[config.mk]
export PLATFORM = sky130hd
export DESIGN_NAME = etl_top
export DESIGN_NICKNAME = d
export VERILOG_FILES = /design/src/verilog/etl_pkg.sv /design/src/verilog/etl_top.sv /design/src/verilog/etl_char_buf.sv
export SDC_FILE = /design/constraint.sdc
export NUM_CORES = 1
export LEC_CHECK = 0
export BUFFER_PORTS_ARGS = -buffer_cell sky130_fd_sc_hd__buf_2
export CAP_MARGIN = 10
export CORE_ASPECT_RATIO = 1.25
export CORE_MARGIN = 5
export CORE_UTILIZATION = 35
export DETAILED_ROUTE_END_ITERATION = 6
export PLACE_DENSITY_LB_ADDON = 0.05
export SYNTH_ARGS = -nofsm -noshare
export SYNTH_HDL_FRONTEND = slang
export SYNTH_HIERARCHICAL = 1
export SYNTH_SLANG_ARGS = --single-unit
[constraint.sdc]
create_clock -name clk -period 2.7 [get_ports clk]
set_clock_uncertainty 0.1 [all_clocks]
set_input_delay 0.135 -clock clk [delete_from_list [all_inputs] [get_ports clk]]
set_output_delay 0.135 -clock clk [all_outputs]
set_load 0.01 [all_outputs]
[src/verilog/etl_pkg.sv]
/*
 * Shared constants for the elapsed word-time timer and tape loader.
 * Assumes a 100 MHz system clock; all figures below are named once here.
 */
package etl_pkg;

    // ------------------------------------------------------------
    // Clock and tape reader rates
    // ------------------------------------------------------------
    localparam int unsigned CLK_HZ = 100_000_000;
    localparam int unsigned CONT_RATE_CPS = 300;
    localparam int unsigned STEP_RATE_CPS = 50;
    // Least spacing between characters rounds up to whole cycles
    localparam int unsigned CONT_GAP_CYC =
        (CLK_HZ + CONT_RATE_CPS - 1) / CONT_RATE_CPS;
    localparam int unsigned STEP_GAP_CYC =
        (CLK_HZ + STEP_RATE_CPS - 1) / STEP_RATE_CPS;
    localparam int GAP_W = 22;

    // ------------------------------------------------------------
    // Elapsed word-time counter
    // ------------------------------------------------------------
    localparam int Q_W = 14;
    localparam logic [13:0] Q_RESET = 14'h0000;
    // Count reached after running past zero that forces a load
    localparam logic [13:0] Q_HW_LOAD_VALUE = 14'h3FC0;

    // ------------------------------------------------------------
    // Channel selector and memory
    // ------------------------------------------------------------
    localparam int CHAN_W = 7;
    localparam int CHAN_N = 128;
    localparam logic [6:0] TAPE_CHANNEL = 7'h00;
    localparam int ADDR_W = 15;
    localparam int WORD_W = 18;
    localparam int CHAR_W = 8;
    localparam int DIGIT_W = 6;
    localparam int DIGITS_PER_WORD = 3;

    // ------------------------------------------------------------
    // Tape characters and tape widths
    // ------------------------------------------------------------
    localparam logic [7:0] BEGIN_LOAD_CHAR = 8'hF0;
    localparam logic [7:0] END_LOAD_CHAR = 8'hF1;
    localparam logic [1:0] LEVELS_5 = 2'h0;
    localparam logic [1:0] LEVELS_6 = 2'h1;
    localparam logic [1:0] LEVELS_7 = 2'h2;
    localparam logic [1:0] LEVELS_8 = 2'h3;

    typedef enum logic [1:0] {
        LD_IDLE,
        LD_SEEK,
        LD_ADDR,
        LD_DATA
    } etl_load_state_type;

    // Keep only the punched levels of a character
    function automatic logic [7:0] etl_level_mask(input logic [1:0] lv,
                                                  input logic [7:0] ch);
        unique case (lv)
            LEVELS_5: etl_level_mask = ch & 8'h1F;
            LEVELS_6: etl_level_mask = ch & 8'h3F;
            LEVELS_7: etl_level_mask = ch & 8'h7F;
            LEVELS_8: etl_level_mask = ch;
        endcase
    endfunction : etl_level_mask

endpackage : etl_pkg

[src/verilog/etl_top.sv]
/*
 * Elapsed word-time counter, dead-man supervisor, hardware tape loader
 * and buffer channel decode.
 * Assumes word_time is a one-cycle strobe per processor word time and
 * that the tape reader answers each advance with one character.
 */
// How it works
// - Program presets the word-time counter and can always read it.
// - Counter drops by one on each word time.
// - Reaching zero pulses the periodic service interrupt.
// - Without a reload, counting continues below zero.
// - Reaching the hardware load value starts a fault-restart load.
// - Read value is the preset less the word times since the last program write.
// - Loader skips to the begin marker, then writes memory from tape.
// - End marker stops loading and hands control to the program.
// - Load starts from panel button, dead-man expiry or program.
// - Program reads tape continuously at 300 cps or stepped to 50 cps.
// - Five to eight level tape accepted, eight being normal.
// - Tape reader is always buffer channel zero.
// - Channel register decodes to a one-of-128 select.
// - Counter is 14 bits and program accessible.
`timescale 1ns/1ns
module etl_top import etl_pkg::*; #(
    parameter int unsigned CONT_GAP = CONT_GAP_CYC,
    parameter int unsigned STEP_GAP = STEP_GAP_CYC
) (
    // Clock and reset
    input wire logic clk,
    input wire logic rst_n,
    // Processor timing
    input wire logic word_time,
    // Elapsed counter program access
    input wire logic q_write,
    input wire logic [13:0] q_write_data,
    output logic [13:0] q_read_data,
    output logic service_irq,
    // Load start sources
    input wire logic panel_load_button,
    input wire logic prog_load_start,
    // Channel selection
    input wire logic [6:0] chan_reg,
    output logic [127:0] chan_select,
    output logic tape_selected,
    // Program tape control
    input wire logic tape_cont_run,
    input wire logic tape_step,
    input wire logic [1:0] tape_levels,
    output logic prog_char_valid,
    output logic [7:0] prog_char,
    input wire logic prog_char_ready,
    // Tape reader
    output logic reader_advance,
    input wire logic reader_char_valid,
    input wire logic [7:0] reader_char,
    output logic reader_char_ready,
    // Memory write and control hand-over
    output logic mem_write,
    output logic [14:0] mem_addr,
    output logic [17:0] mem_wdata,
    output logic load_busy,
    output logic ctrl_transfer,
    output logic [14:0] ctrl_target
);

    // ------------------------------------------------------------
    // Elapsed word-time counter
    // ------------------------------------------------------------
    logic [13:0] q_q;
    logic deadman_armed_q;
    logic deadman_fire;
    logic service_irq_q;

    assign q_read_data = q_q;
    assign service_irq = service_irq_q;
    assign deadman_fire = deadman_armed_q && word_time && !q_write
                          && (q_q - 14'h0001 == Q_HW_LOAD_VALUE);

    // A program write wins over the word-time step in the same cycle
    always_ff @(posedge clk) begin
        if (!rst_n) begin
            q_q <= Q_RESET;
        end else if (q_write) begin
            q_q <= q_write_data;
        end else if (word_time) begin
            q_q <= q_q - 14'h0001;
        end
    end

    always_ff @(posedge clk) begin
        if (!rst_n) begin
            service_irq_q <= 1'b0;
        end else begin
            service_irq_q <= word_time && !q_write
                             && (q_q == 14'h0001);
        end
    end

    // Armed from the zero crossing until a reload or the forced load
    always_ff @(posedge clk) begin
        if (!rst_n) begin
            deadman_armed_q <= 1'b0;
        end else if (q_write) begin
            deadman_armed_q <= 1'b0;
        end else if (word_time && q_q == 14'h0001) begin
            deadman_armed_q <= 1'b1;
        end else if (deadman_fire) begin
            deadman_armed_q <= 1'b0;
        end
    end

    // ------------------------------------------------------------
    // Channel decode
    // ------------------------------------------------------------
    always_ff @(posedge clk) begin
        if (!rst_n) begin
            chan_select <= 128'h0;
        end else begin
            chan_select <= 128'h1 << chan_reg;
        end
    end

    assign tape_selected = chan_select[TAPE_CHANNEL];

    // ------------------------------------------------------------
    // Character buffer between reader and consumers
    // ------------------------------------------------------------
    logic buf_valid;
    logic [7:0] buf_raw;
    logic [7:0] buf_char;
    logic buf_ready;
    etl_load_state_type ld_state_q;

    etl_char_buf u_buf (
        .clk(clk),
        .rst_n(rst_n),
        .in_valid(reader_char_valid),
        .in_data(reader_char),
        .in_ready(reader_char_ready),
        .out_valid(buf_valid),
        .out_data(buf_raw),
        .out_ready(buf_ready)
    );

    assign buf_char = etl_level_mask(tape_levels, buf_raw);
    assign load_busy = (ld_state_q != LD_IDLE);
    // The loader owns the reader while busy; the program sees nothing
    assign buf_ready = load_busy ? 1'b1 : prog_char_ready;
    assign prog_char_valid = buf_valid && !load_busy;
    assign prog_char = buf_char;

    // ------------------------------------------------------------
    // Reader pacing
    // ------------------------------------------------------------
    logic [21:0] gap_q;
    logic step_pend_q;
    logic adv_q;
    logic want_char;

    assign reader_advance = adv_q;
    assign want_char = load_busy || tape_cont_run || step_pend_q;

    // Advance only with room in the buffer, so a stall never drops a char
    always_ff @(posedge clk) begin
        if (!rst_n) begin
            gap_q <= 22'h0;
            adv_q <= 1'b0;
        end else begin
            adv_q <= 1'b0;
            if (gap_q != 22'h0) begin
                gap_q <= gap_q - 22'h1;
            end else if (want_char && reader_char_ready) begin
                adv_q <= 1'b1;
                gap_q <= (load_busy || tape_cont_run)
                         ? GAP_W'(CONT_GAP - 1) : GAP_W'(STEP_GAP - 1);
            end
        end
    end

    always_ff @(posedge clk) begin
        if (!rst_n) begin
            step_pend_q <= 1'b0;
        end else if (tape_step) begin
            step_pend_q <= 1'b1;
        end else if (adv_q) begin
            step_pend_q <= 1'b0;
        end
    end

    // ------------------------------------------------------------
    // Hardware loader
    // ------------------------------------------------------------
    logic load_start;
    logic take;
    logic [1:0] digit_q;
    logic [17:0] acc_q;
    logic [17:0] acc_next;
    logic [14:0] start_addr_q;

    assign load_start = panel_load_button || prog_load_start || deadman_fire;
    assign take = buf_valid && load_busy;
    assign acc_next = {acc_q[11:0], buf_char[5:0]};

    always_ff @(posedge clk) begin
        if (!rst_n) begin
            ld_state_q <= LD_IDLE;
            digit_q <= 2'h0;
            acc_q <= 18'h0;
            start_addr_q <= 15'h0;
            mem_addr <= 15'h0;
        end else begin
            unique case (ld_state_q)
                LD_IDLE: begin
                    if (load_start) begin
                        ld_state_q <= LD_SEEK;
                    end
                end
                LD_SEEK: begin
                    if (take && buf_char == BEGIN_LOAD_CHAR) begin
                        ld_state_q <= LD_ADDR;
                        digit_q <= 2'h0;
                    end
                end
                LD_ADDR, LD_DATA: begin
                    if (take && buf_char == END_LOAD_CHAR) begin
                        ld_state_q <= LD_IDLE;
                    end else if (take) begin
                        acc_q <= acc_next;
                        if (digit_q == 2'(DIGITS_PER_WORD - 1)) begin
                            digit_q <= 2'h0;
                            if (ld_state_q == LD_ADDR) begin
                                start_addr_q <= acc_next[14:0];
                                mem_addr <= acc_next[14:0];
                                ld_state_q <= LD_DATA;
                            end
                        end else begin
                            digit_q <= digit_q + 2'h1;
                        end
                    end
                    if (mem_write) begin
                        mem_addr <= mem_addr + 15'h1;
                    end
                end
            endcase
        end
    end

    // Each third data digit completes one memory word
    always_ff @(posedge clk) begin
        if (!rst_n) begin
            mem_write <= 1'b0;
            mem_wdata <= 18'h0;
        end else begin
            mem_write <= take && ld_state_q == LD_DATA
                         && buf_char != END_LOAD_CHAR
                         && digit_q == 2'(DIGITS_PER_WORD - 1);
            mem_wdata <= acc_next;
        end
    end

    always_ff @(posedge clk) begin
        if (!rst_n) begin
            ctrl_transfer <= 1'b0;
            ctrl_target <= 15'h0;
        end else begin
            ctrl_transfer <= take && buf_char == END_LOAD_CHAR
                             && ld_state_q != LD_SEEK;
            ctrl_target <= start_addr_q;
        end
    end

endmodule : etl_top

[src/verilog/etl_char_buf.sv]
/*
 * Two-entry character buffer with valid/ready on both sides.
 * Assumes one clock and synchronous active-low reset.
 */
`timescale 1ns/1ns
module etl_char_buf import etl_pkg::*; (
    // Clock and reset
    input wire logic clk,
    input wire logic rst_n,
    // Filling side
    input wire logic in_valid,
    input wire logic [7:0] in_data,
    output logic in_ready,
    // Draining side
    output logic out_valid,
    output logic [7:0] out_data,
    input wire logic out_ready
);

    logic [7:0] slot0_q;
    logic [7:0] slot1_q;
    logic [1:0] count_q;
    logic push;
    logic pop;

    assign in_ready = (count_q != 2'h2);
    assign out_valid = (count_q != 2'h0);
    assign out_data = slot0_q;
    assign push = in_valid && in_ready;
    assign pop = out_valid && out_ready;

    always_ff @(posedge clk) begin
        if (!rst_n) begin
            count_q <= 2'h0;
        end else begin
            count_q <= count_q + {1'b0, push} - {1'b0, pop};
        end
    end

    // Head always sits in slot0; the second word shifts down on a pop
    always_ff @(posedge clk) begin
        if (!rst_n) begin
            slot0_q <= 8'h00;
            slot1_q <= 8'h00;
        end else begin
            if (pop) begin
                slot0_q <= (count_q == 2'h2) ? slot1_q : in_data;
                if (push && count_q == 2'h2) begin
                    slot1_q <= in_data;
                end
            end else if (push) begin
                if (count_q == 2'h0) begin
                    slot0_q <= in_data;
                end else begin
                    slot1_q <= in_data;
                end
            end
        end
    end

endmodule : etl_char_buf

==> key figures, run 1 <==
Worst setup path
  – Startpoint Class: flip-flop
  – Peak per-stage delay on the critical path: ~0.48 ns
  – Instance count on the critical path: 7
  – Worst Setup End Kind: flip-flop
  – Crit path DAT: around 2.7 ns
  – Worst Path Max Fanout: 14
  – Worst EP required: just over 3 ns
  – Crit-path cells: nor2_2 -> inv_1 -> and4bb_2 -> nand2_1 -> a21oi_2 -> buf_4 -> mux2_2
  – Worst path top cell family by delay: simple AND/OR/NAND/NOR gates
  – Crit path kind: flip-flop to flip-flop
  – CP max-delay cell: dfxtp_1
  – Worst Reg-to-Reg Cells: 7
  – Bufs and invs on worst path: 2

Flow run
  – Max capacitance violation total: 0

Synth
  – Unique cell type count in the Yosys netlist: 73
  – Ys flop type: dfxtp_1
  – FFs w/ async S/R, synth: 0%
  – Post-Synthesis Cells: about 1.0k
  – Yosys warning count: 6
  – EDFF count, synth: 0
  – Syn_nets: approximately 1.1k
  – Post-Syn Area: 9510 µm²
  – Sequential fraction of the synthesis area: a little under three fifths
  – Yosys reg bits: roughly 270
  – Syn avg cell area: around 9.4 µm²

Power
  – VDD IR max: about 0.83 mV
  – Sw Ratio: just under 30%
  – Clk pwr share: 38.8%
  – PD cells: between 800 and 900 nW/µm²
  – P_sw: a little over 3 mW
  – Power Internal: 7.58 mW
  – Sequential share of power: 42.1%
  – Leakage: between 5 and 6 nW
  – Logic gate share of total power: about a fifth

Layout
  – Synthesis-to-layout area growth: 32.2%
  – # diodes: 0
  – # fillers: between 2k and 3k
  – Most frequent cells in the layout: 267 x dfxtp_1, 246 x buf_2, 192 x nor2_1
  – Most common cell after layout, fill and taps aside: dfxtp_1
  – Total Nets Final: between 1k and 1.5k
  – Share of layout cells above drive strength 1: 25.8%

Detailed routing
  – DRC: 0
  – Post-Route WL: 28.6 mm
  – Routed len/inst: roughly 17 µm
  – Initial DRC Count: 260
  – First-pass DRT Iterations: 4
  – Via count: 8146
  – Via-to-Cell Ratio: 4.87
  – ANT nets after route: 0

Die
  – Die area: just over 30000 µm²
  – Core area: approximately 27000 µm²
  – FP Rows: 67
  – Io pins: ~250
  – Starting Density: 35.5%
  – Die width: approximately 160 µm
  – Chip height: slightly below 200 µm

Timing
  – Period utilisation layout: 85.7%
  – Slew margin rel.: roughly 44%
  – RSZ-0062 raised after global routing: no
  – Setup total negative slack: 0 ns
  – Hold slack: between 0.04 and 0.05 ns
  – Endpoints failing setup: 0
  – Fin crit period: about 2.3 ns
  – Fmax: 0.432 GHz
  – Slew @ Worst Pin: 0.830 ns
  – Pins over their slew limit: 0
  – Fin. Hold Viols: 0

Clock tree
  – Clock Latency Late Sink: between 0.5 and 0.6 ns
  – Root Driver: clkbuf_16
  – CTS tree: done
  – Worst-path clk slew: 0.06 ns
  – Post-CTS Setup Bufs: 0
  – Cts bufs inserted: 28
  – Deepest clock path buffer count: 3
  – Htree depth: 1
  – Clock sinks: between 200 and 300

Global routing
  – First-pass GRT wire length: 44.5 mm
  – Number of global-route vias before repair: ~8k
  – Initial antenna violation count: 0
  – Largest net degree at the start of global routing: 74
  – Tot GR Track Use: between 10% and 20%
  – Gr ovfl total: 0

Worst hold path
  – Worst min path class: input pin to flip-flop
  – Hold Crit Depth: 4

Outcome
  – Outcome: finished clean

Place
  – GP Congestion: 0.830
  – Post-DP HPWL: about 20 mm
  – Port Buffers: about 250
## routing by layer
| layer | wire length, µm | vias to the layer above | GRT usage, % |
|---|---|---|---|
| met1 | 12200 | 3804 | 22.8 |
| li1 | - | 4063 | - |
| met3 | 2040 | 38 | 3.69 |
| met2 | 13700 | 241 | 30.8 |
| met5 | 0 | - | 0 |
| met4 | 591 | 0 | 4.30 |
## power by group through the flow
stage,Clock [mW],Combinational [mW],Sequential (mW)
after detailed placement,0,1.98,4.57
final,4.14,2.03,4.48
after global routing,4.45,2.27,4.53
after CTS,4.26,2.04,4.48
after floorplan,0,1.37,4.52
after global placement,0,1.98,4.56
## metrics by stage
stage                     setup slack [ns]  utilization [%]  area [µm²]  power [mW]  std cells
final                                0.386             46.9       12600        10.6       1673
after global routing                 0.113             46.9       12600        11.2       1673
after CTS                            0.393             46.9       12600        10.8       1673
after detailed placement             0.408             41.6       11200        6.55       1581
after global placement               0.464             41.6       11200        6.54       1581
after floorplan                      0.500                -        9510        5.89       1016
## cell usage after synthesis, types with 7 or more instances
library cell	n	share of area, %
or3_1	10	0.66
nand4_1	12	0.79
nor2b_1	18	1.2
nand3b_1	7	0.55
o221a_1	8	0.95
a211oi_1	21	1.7
and2_1	34	2.2
clkbuf_1	36	1.4
o21ai_0	26	1.4
inv_1	22	0.87
mux2i_1	26	2.7
nand2_1	83	3.3
a31oi_1	10	0.66
nor3_1	23	1.2
xnor2_1	8	0.74
o21a_1	13	1.0
xor2_1	12	1.1
and3_1	8	0.53
a21oi_1	47	2.5
dfxtp_1	267	56
nand3_1	34	1.8
nor2_1	192	7.6
## cell families after synthesis
group | share of synthesized area (%)
flip-flops | 56.2
XOR/XNOR | 2.01
adder cells (fa/ha/maj) | 0.658
multiplexers | 3.01
buffers and inverters | 3.06
AO/OA/AOI/OAI | 11.7
AND/OR/NAND/NOR | 23.3
## registers in the layout, indices dropped and copies added (netlist names)
| name | flops |
|---|---|
| service_irq | 1 |
| start_addr_q | 15 |
| mem_wdata | 18 |
| u_buf/out_data | 8 |
| reader_advance | 1 |
| deadman_armed_q | 1 |
| gap_q | 22 |
| q_read_data | 14 |
| u_buf/count_q | 2 |
| acc_q | 12 |
| ctrl_transfer | 1 |
| digit_q | 2 |
| ctrl_target | 15 |
| mem_addr | 15 |
| ld_state_q | 2 |
| chan_select | 128 |
| mem_write | 1 |
| step_pend_q | 1 |
| u_buf/slot1_q | 8 |
## worst reg2reg max path: cells and delay by family (launching register included)
kind,cells,cell delay (ns)
AND/OR/NAND/NOR,3,0.59
buffers and inverters,2,0.55
flip-flops,1,0.48
multiplexers,1,0.37
AO/OA/AOI/OAI,1,0.12
## area by class of cell
| type | instances | area [µm²] | area share, % |
|---|---|---|---|
| clock buffers | 34 | 763 | 6.07 |
| flip-flops and latches | 267 | 5350 | 42.5 |
| well taps | 345 | 432 | 3.43 |
| repair buffers | 310 | 1820 | 14.5 |
| inverters | 22 | 82.6 | 0.657 |
| clock inverters | 18 | 246 | 1.96 |
| multi-input cells | 677 | 3880 | 30.9 |
## repair_timing
| item | in CTS | in global routing |
|---|---|---|
| endpoints found under the hold margin | 87 | 0 |
| gates resized for setup | 0 | 0 |
| hold buffers | 40 | 0 |
## worst paths after layout
check	startpoint	end	slack, ns
worst max-delay path	u_buf/count_q[0]	start_addr_q[11]	0.39
worst min-delay path	chan_reg[6]	chan_select[80]	0.05
worst max register to register	u_buf/count_q[0]	start_addr_q[11]	0.39
worst min register to register	acc_q[10]	acc_q[10]	0.35
(Power assumes the default switching activity.)
==> inputs of run 2 (changes only) <==
- CELL_PAD_IN_SITES_DETAIL_PLACEMENT: default -> 0
- CELL_PAD_IN_SITES_GLOBAL_PLACEMENT: default -> 1
- CORE_MARGIN: 5 -> 3
==> run 2 against run 1 <==
Global-route usage is 0.93 points higher. Sequential share of layout area is 0.63 points higher. Core utilization hardly changed. Non-clock buffer count is 3 lower. First-iteration DRC count is 1.5% lower. Via count is 0.90% lower. Design area is 1.5% lower. Setup slack better by 0.0023 ns. Highest routed layer unchanged.
==> key figures, run 2 (synthesis results as in run 1) <==
Outcome
  – Outcome: finished clean

Detailed routing
  – Routed len/inst: 17.2 µm (+0.38%)
  – DRC: 0 (unchanged)
  – Via-to-Cell Ratio: 4.86 (-0.24%)
  – Initial DRC Count: 256 (-1.5%)
  – ANT nets after route: 0 (unchanged)
  – Via count: 8073 (-0.90%)
  – Post-Route WL: 28.5 mm (-0.28%)
  – First-pass DRT Iterations: 4 (unchanged)

Layout
  – Final Core Density: 46.9% (about the same)
  – Max reg flops: 128 (unchanged)
  – Most frequent cells in the layout: 267 x dfxtp_1, 246 x buf_2, 192 x nor2_1
  – # fillers: 2673 (+1.4%)
  – Synthesis-to-layout area growth: 30.3%
  – Total Nets Final: 1348 (-0.30%)
  – Reg with most FFs: chan_select
  – Share of layout cells above drive strength 1: 25.4% (-0.32 points)
  – Most common cell after layout, fill and taps aside: dfxtp_1
  – Top flop regs: chan_select (128), gap_q (22), mem_wdata (18)

Global routing
  – Largest net degree at the start of global routing: 74 (unchanged)
  – Number of global-route vias before repair: 7874 (-1.8%)
  – First-pass GRT wire length: 44.8 mm (+0.59%)
  – Gr ovfl total: 0 (unchanged)
  – Tot GR Track Use: 18.8% (+0.93 points)
  – Initial antenna violation count: 1 (+1)

Timing
  – Fin crit period: 2.31 ns (-0.00231 ns)
  – RSZ-0062 raised after global routing: no
  – Setup total negative slack: 0 ns (unchanged)
  – Slew @ Worst Pin: 0.882 ns (+0.0514 ns)
  – Endpoints failing setup: 0 (unchanged)
  – Slew margin rel.: 41.2% (-3.3 points)
  – Pins over their slew limit: 0 (unchanged)
  – Fin. Hold Viols: 0 (unchanged)
  – Period utilisation layout: 85.6% (about the same)
  – Fmax: 0.433 GHz (about the same)

Die
  – Die area: 29200 µm² (-4.5%)
  – Die width: 153 µm (-2.5%)
  – Starting Density: 36.0% (+0.54 points)
  – Io pins: 247 (unchanged)
  – FP Rows: 66 (-1.5%)
  – Core area: 26400 µm² (-1.5%)
  – Chip height: 190 µm (-2.1%)

Worst setup path
  – Worst Reg-to-Reg Cells: 7 (unchanged)
  – Worst Setup End Kind: flip-flop
  – Crit path kind: flip-flop to flip-flop
  – Crit path to: gap_q[15]
  – Crit. Startpoint: gap_q[0]
  – Startpoint Class: flip-flop
  – Worst reg2reg path endpoint: gap_q[15]
  – Crit path DAT: 2.63 ns (-0.02 ns)
  – Worst Path Max Fanout: 7 (-7)
  – Worst EP required: 3.02 ns (about the same)
  – R2r setup slk: 0.39 ns (about the same)
  – R2r startpoint: gap_q[0]

Clock tree
  – Post-CTS Setup Bufs: 0 (unchanged)
  – Deepest clock path buffer count: 3 (unchanged)
  – Htree depth: 1 (unchanged)
  – Cts bufs inserted: 27 (-3.6%)
  – CTS tree: done
  – Clock sinks: 267 (unchanged)
  – Worst-path clk slew: 0.06 ns (about the same)
  – Root Driver: clkbuf_16
  – Clock Latency Late Sink: 0.53 ns (-0.02 ns)

Power
  – VDD IR max: 0.853 mV (+2.6%)
  – Leakage: 5.40 nW (-1.4%)
  – Overall power: 10.2 mW (-4.1%)
  – PD cells: 824 nW/µm² (-2.7%)

Place
  – Post-DP HPWL: 19.8 mm (-2.2%)
  – GP Congestion: 0.795 (-4.2%)
  – Port Buffers: 246 (unchanged)

Worst hold path
  – Worst min path class: input pin to flip-flop

Flow run
  – Max capacitance violation total: 0 (unchanged)
-- run 2: changes by cell type in the layout (fill, tap and decap cells not counted), sizes merged --
cell	before	now
diode	0	1
clkbuf	34	35
clkinv	10	7
inv	23	24
dlygate4sd3	40	37
bufinv	5	2
-- run 2: stage by stage --
step           setup slack [ns]  cell area, µm²  instances  hold WS [ns]
2_1_floorplan             0.500            9510       1016         0.152
3_3_place_gp              0.418           11100       1576         0.242
3_5_place_dp              0.377           11100       1576         0.250
4_1_cts                   0.362           12400       1661       0.00526
5_1_grt                   0.213           12400       1662        0.0370
6_report                  0.388           12400       1662        0.0206
-- run 2: timing repair --
item | in CTS | in global routing
endpoints found under the hold margin | 66 | 0
resized for setup | 0 | 0
setup endpoints to repair | 0 | 0
hold buffers | 37 | 0
-- run 2: worst max-delay path, stage by stage, from the launching register on --
cell and delay [ns]:
dfxtp_1 0.34, inv_1 0.07, ha_1 0.18, nor4b_2 0.34
nand4_1 0.41, nor3_4 0.47, a21oi_1 0.08, o211a_1 0.21
-- run 2: worst min path at each step --
stage	start	endpoint	slack, ns	depth (start not counted)
after floorplan	tape_step	step_pend_q	0.15	2
after global placement	tape_step	step_pend_q	0.24	3
after detailed placement	tape_step	step_pend_q	0.25	3
after CTS	q_write	service_irq	0.005	4
after global routing	rst_n	q_read_data[12]	0.04	3
final	q_write	service_irq	0.02	4
-- run 2: final cells by class --
type	instances	area, µm²	area share, %
Sequential cell	267	5350	43.1
Multi-Input combinational cell	677	3880	31.3
Clock inverter	13	128	1.03
Timing Repair Buffer	307	1780	14.4
Inverter	22	82.6	0.667
Antenna cell	1	2.50	0.0202
Clock buffer	35	746	6.02
Tap cell	340	425	3.43
-- run 2: power by group --
group / internal (mW) / switching [mW] / total, mW
logic: 0.876 / 1.12 / 2.00
registers: 4.19 / 0.313 / 4.50
clock network: 2.14 / 1.57 / 3.71
total: 7.20 / 3.01 / 10.2
-- run 2: routing by layer --
layer / share of wire, % / vias up / global-route usage (%)
met2: 48 / 213 / 32.5
li1: - / 4055 / -
met5: 0 / - / 0
met1: 45 / 3766 / 24.3
met4: 2.1 / 0 / 4.79
met3: 5.4 / 39 / 3.59
==> inputs of run 3 (changes only) <==
- BUFFER_PORTS_ARGS: -buffer_cell sky130_fd_sc_hd__buf_2 -> default
- DONT_BUFFER_PORTS: default -> 1
==> run 3 against run 2 <==
Global-route usage shrank 0.51 points. Sequential power is essentially flat. Largest power group unchanged. Cell count shrank 14%. Sequential share of layout area grew 3.5 points. Setup slack lost 0.21 ns. Wire length shrank 1.5%. Register-to-register slack lost 0.13 ns. Count of clock-buffer cells in the layout grew 3. Design area shrank 7.4%. Power grew 3.5%. First-iteration DRC count shrank 17%. Die area is the same.
==> key figures, run 3 (synthesis results as in run 1) <==
Layout
  – Synthesis-to-layout area growth: 20.6%
  – Final Core Density: 43.4% (-3.5 points)
  – # fillers: 2609 (-2.4%)
  – Top flop regs: chan_select (128), gap_q (22), mem_wdata (18)
  – Most common cell after layout, fill and taps aside: dfxtp_1
  – Fin cells: 1437 (-14%)
  – Max reg flops: 128 (unchanged)
  – Final Cell Area: 11500 µm² (-7.4%)
  – Most frequent cells in the layout: 266 x dfxtp_1, 192 x nor2_1, 83 x nand2_1
  – Total Nets Final: 1121 (-17%)
  – Share of layout cells above drive strength 1: 9.03% (-16 points)
  – Reg with most FFs: chan_select

Worst setup path
  – Peak per-stage delay on the critical path: 0.57 ns (+0.10 ns)
  – Worst Path Max Fanout: 66 (+59)
  – Worst EP required: 3.07 ns (+0.05 ns)
  – CP max-delay cell: dlygate4sd3_1
  – Startpoint Class: input pin
  – Worst Setup End Kind: flip-flop
  – Bufs and invs on worst path: 6 (+5)
  – R2r setup slk: 0.26 ns (-0.13 ns)
  – Crit-path cells: dlygate4sd3_1 -> clkbuf_16 -> inv_2 -> nor2_1 -> nand3_1 -> dlygate4sd3_1 -> buf_4 -> nor2_1 -> dlygate4sd3_1
  – Most frequent CP cell: dlygate4sd3_1
  – Crit path DAT: 2.90 ns (+0.27 ns)
  – Worst path top cell family by delay: buffers and inverters
  – Crit path kind: input pin to flip-flop

Place
  – GP Congestion: 0.781 (-1.8%)
  – Port Buffers: 0 (-100%)
  – Placed Instances: 1335 (-15%)
  – DP Area: 9960 µm² (-11%)
  – Post-DP HPWL: 18.9 mm (-4.1%)

Timing
  – Slew @ Worst Pin: 0.878 ns (-0.00404 ns)
  – Slew margin rel.: 41.5% (+0.27 points)
  – Fmax: 0.396 GHz (-8.5%)
  – RSZ-0062 raised after global routing: no
  – Period utilisation layout: 93.6% (+7.9 points)
  – Endpoints failing setup: 0 (unchanged)
  – Pins over their slew limit: 0 (unchanged)
  – Fin crit period: 2.53 ns (+0.214 ns)
  – Setup total negative slack: 0 ns (unchanged)
  – Fin. Hold Viols: 0 (unchanged)

Power
  – VDD IR max: 0.587 mV (-31%)
  – Leakage: 4.27 nW (-21%)
  – PD cells: 921 nW/µm² (+12%)

Detailed routing
  – Metal-1 WL: 12.0 mm (-6.1%)
  – Met2 Wirelength: 13.9 mm (+2.4%)
  – Max layer used: met4
  – Routed wl met3: 1.81 mm (+17%)
  – First-pass DRT Iterations: 4 (unchanged)
  – DRC: 0 (unchanged)
  – Post-Route WL: 28.1 mm (-1.5%)
  – Routed len/inst: 19.5 µm (+14%)
  – Initial DRC Count: 212 (-17%)
  – Via count: 7302 (-9.6%)
  – Via-to-Cell Ratio: 5.08 (+4.6%)
  – ANT nets after route: 0 (unchanged)

Die
  – Die area: 29200 µm² (unchanged)
  – Core area: 26400 µm² (unchanged)
  – Die width: 153 µm (unchanged)
  – Starting Density: 36.0% (unchanged)
  – Chip height: 190 µm (unchanged)
  – Io pins: 247 (unchanged)
  – FP Rows: 66 (unchanged)

Clock tree
  – Htree depth: 1 (unchanged)
  – Cts bufs inserted: 28 (+3.7%)
  – Deepest clock path buffer count: 3 (unchanged)
  – Worst-path clk slew: 0.06 ns (about the same)
  – Root Driver: clkbuf_16
  – Clock sinks: 267 (unchanged)
  – CTS tree: done
  – Post-CTS Setup Bufs: 0 (unchanged)
  – Clock Latency Late Sink: 0.54 ns (about the same)

Global routing
  – First-pass GRT wire length: 43.1 mm (-3.7%)
  – Tot GR Track Use: 18.3% (-0.51 points)
  – Largest net degree at the start of global routing: 67 (-9.5%)
  – Initial antenna violation count: 0 (-1)
  – Number of global-route vias before repair: 7223 (-8.3%)
  – Gr ovfl total: 0 (unchanged)

Outcome
  – Outcome: finished clean

Worst hold path
  – Worst min path class: input pin to flip-flop

Flow run
  – Max capacitance violation total: 0 (unchanged)
==> run 3: per-stage QoR <==
stage          worst slack, ns  power [mW]  hold slack [ns]
2_1_floorplan            0.500        5.89            0.152
3_3_place_gp             0.475        6.48            0.155
3_5_place_dp             0.439        6.46            0.162
4_1_cts                  0.184        10.7          0.00483
5_1_grt                 0.0209        11.1           0.0265
6_report                 0.174        10.6           0.0229
==> run 3: worst register-to-register path: cells and delay by family (launching register included) <==
family	cells	cell delay (ns)
buffers and inverters	1	0.54
AND/OR/NAND/NOR	3	0.85
adder cells (fa/ha/maj)	1	0.25
flip-flops	1	0.41
AO/OA/AOI/OAI	1	0.17
==> run 3: final cells by class <==
class	count	area, µm²	area share [%]
sequential	267	5350	46.6
multi-input combinational	677	3890	33.9
clock buffer	38	788	6.87
timing repair buffer	79	733	6.39
tap	340	425	3.71
clock inverter	13	204	1.78
inverter	22	82.6	0.720
antenna	1	2.50	0.0218
==> run 3: final timing paths <==
kind | start | end | depth (start not counted)
min | tape_levels[0] | acc_q[5] | 3
max | rst_n | chan_select[63] | 9
max reg2reg | ld_state_q[0] | u_buf/count_q[0] | 6
min reg2reg | acc_q[10] | acc_q[10] | 2
==> run 3: timing repair <==
item,in CTS,in global routing
hold endpoints to repair,220,0
setup endpoints to repair,0,2
hold buffers,50,0
gates resized for setup,0,2
==> run 3: power breakdown <==
part           leakage [nW]  switching, mW  internal, mW  total, mW
clock network         0.488           1.58          2.52       4.10
registers              2.16          0.313          4.19       4.50
logic                  1.62           1.12         0.848       1.97
total                  4.27           3.01          7.55       10.6
==> run 3: layer usage <==
layer / global-route usage [%] / vias to the layer above
li1: - / 3609
met4: 3.57 / 0
met1: 22.4 / 3441
met5: 0 / -
met2: 33.1 / 228
met3: 4.25 / 24
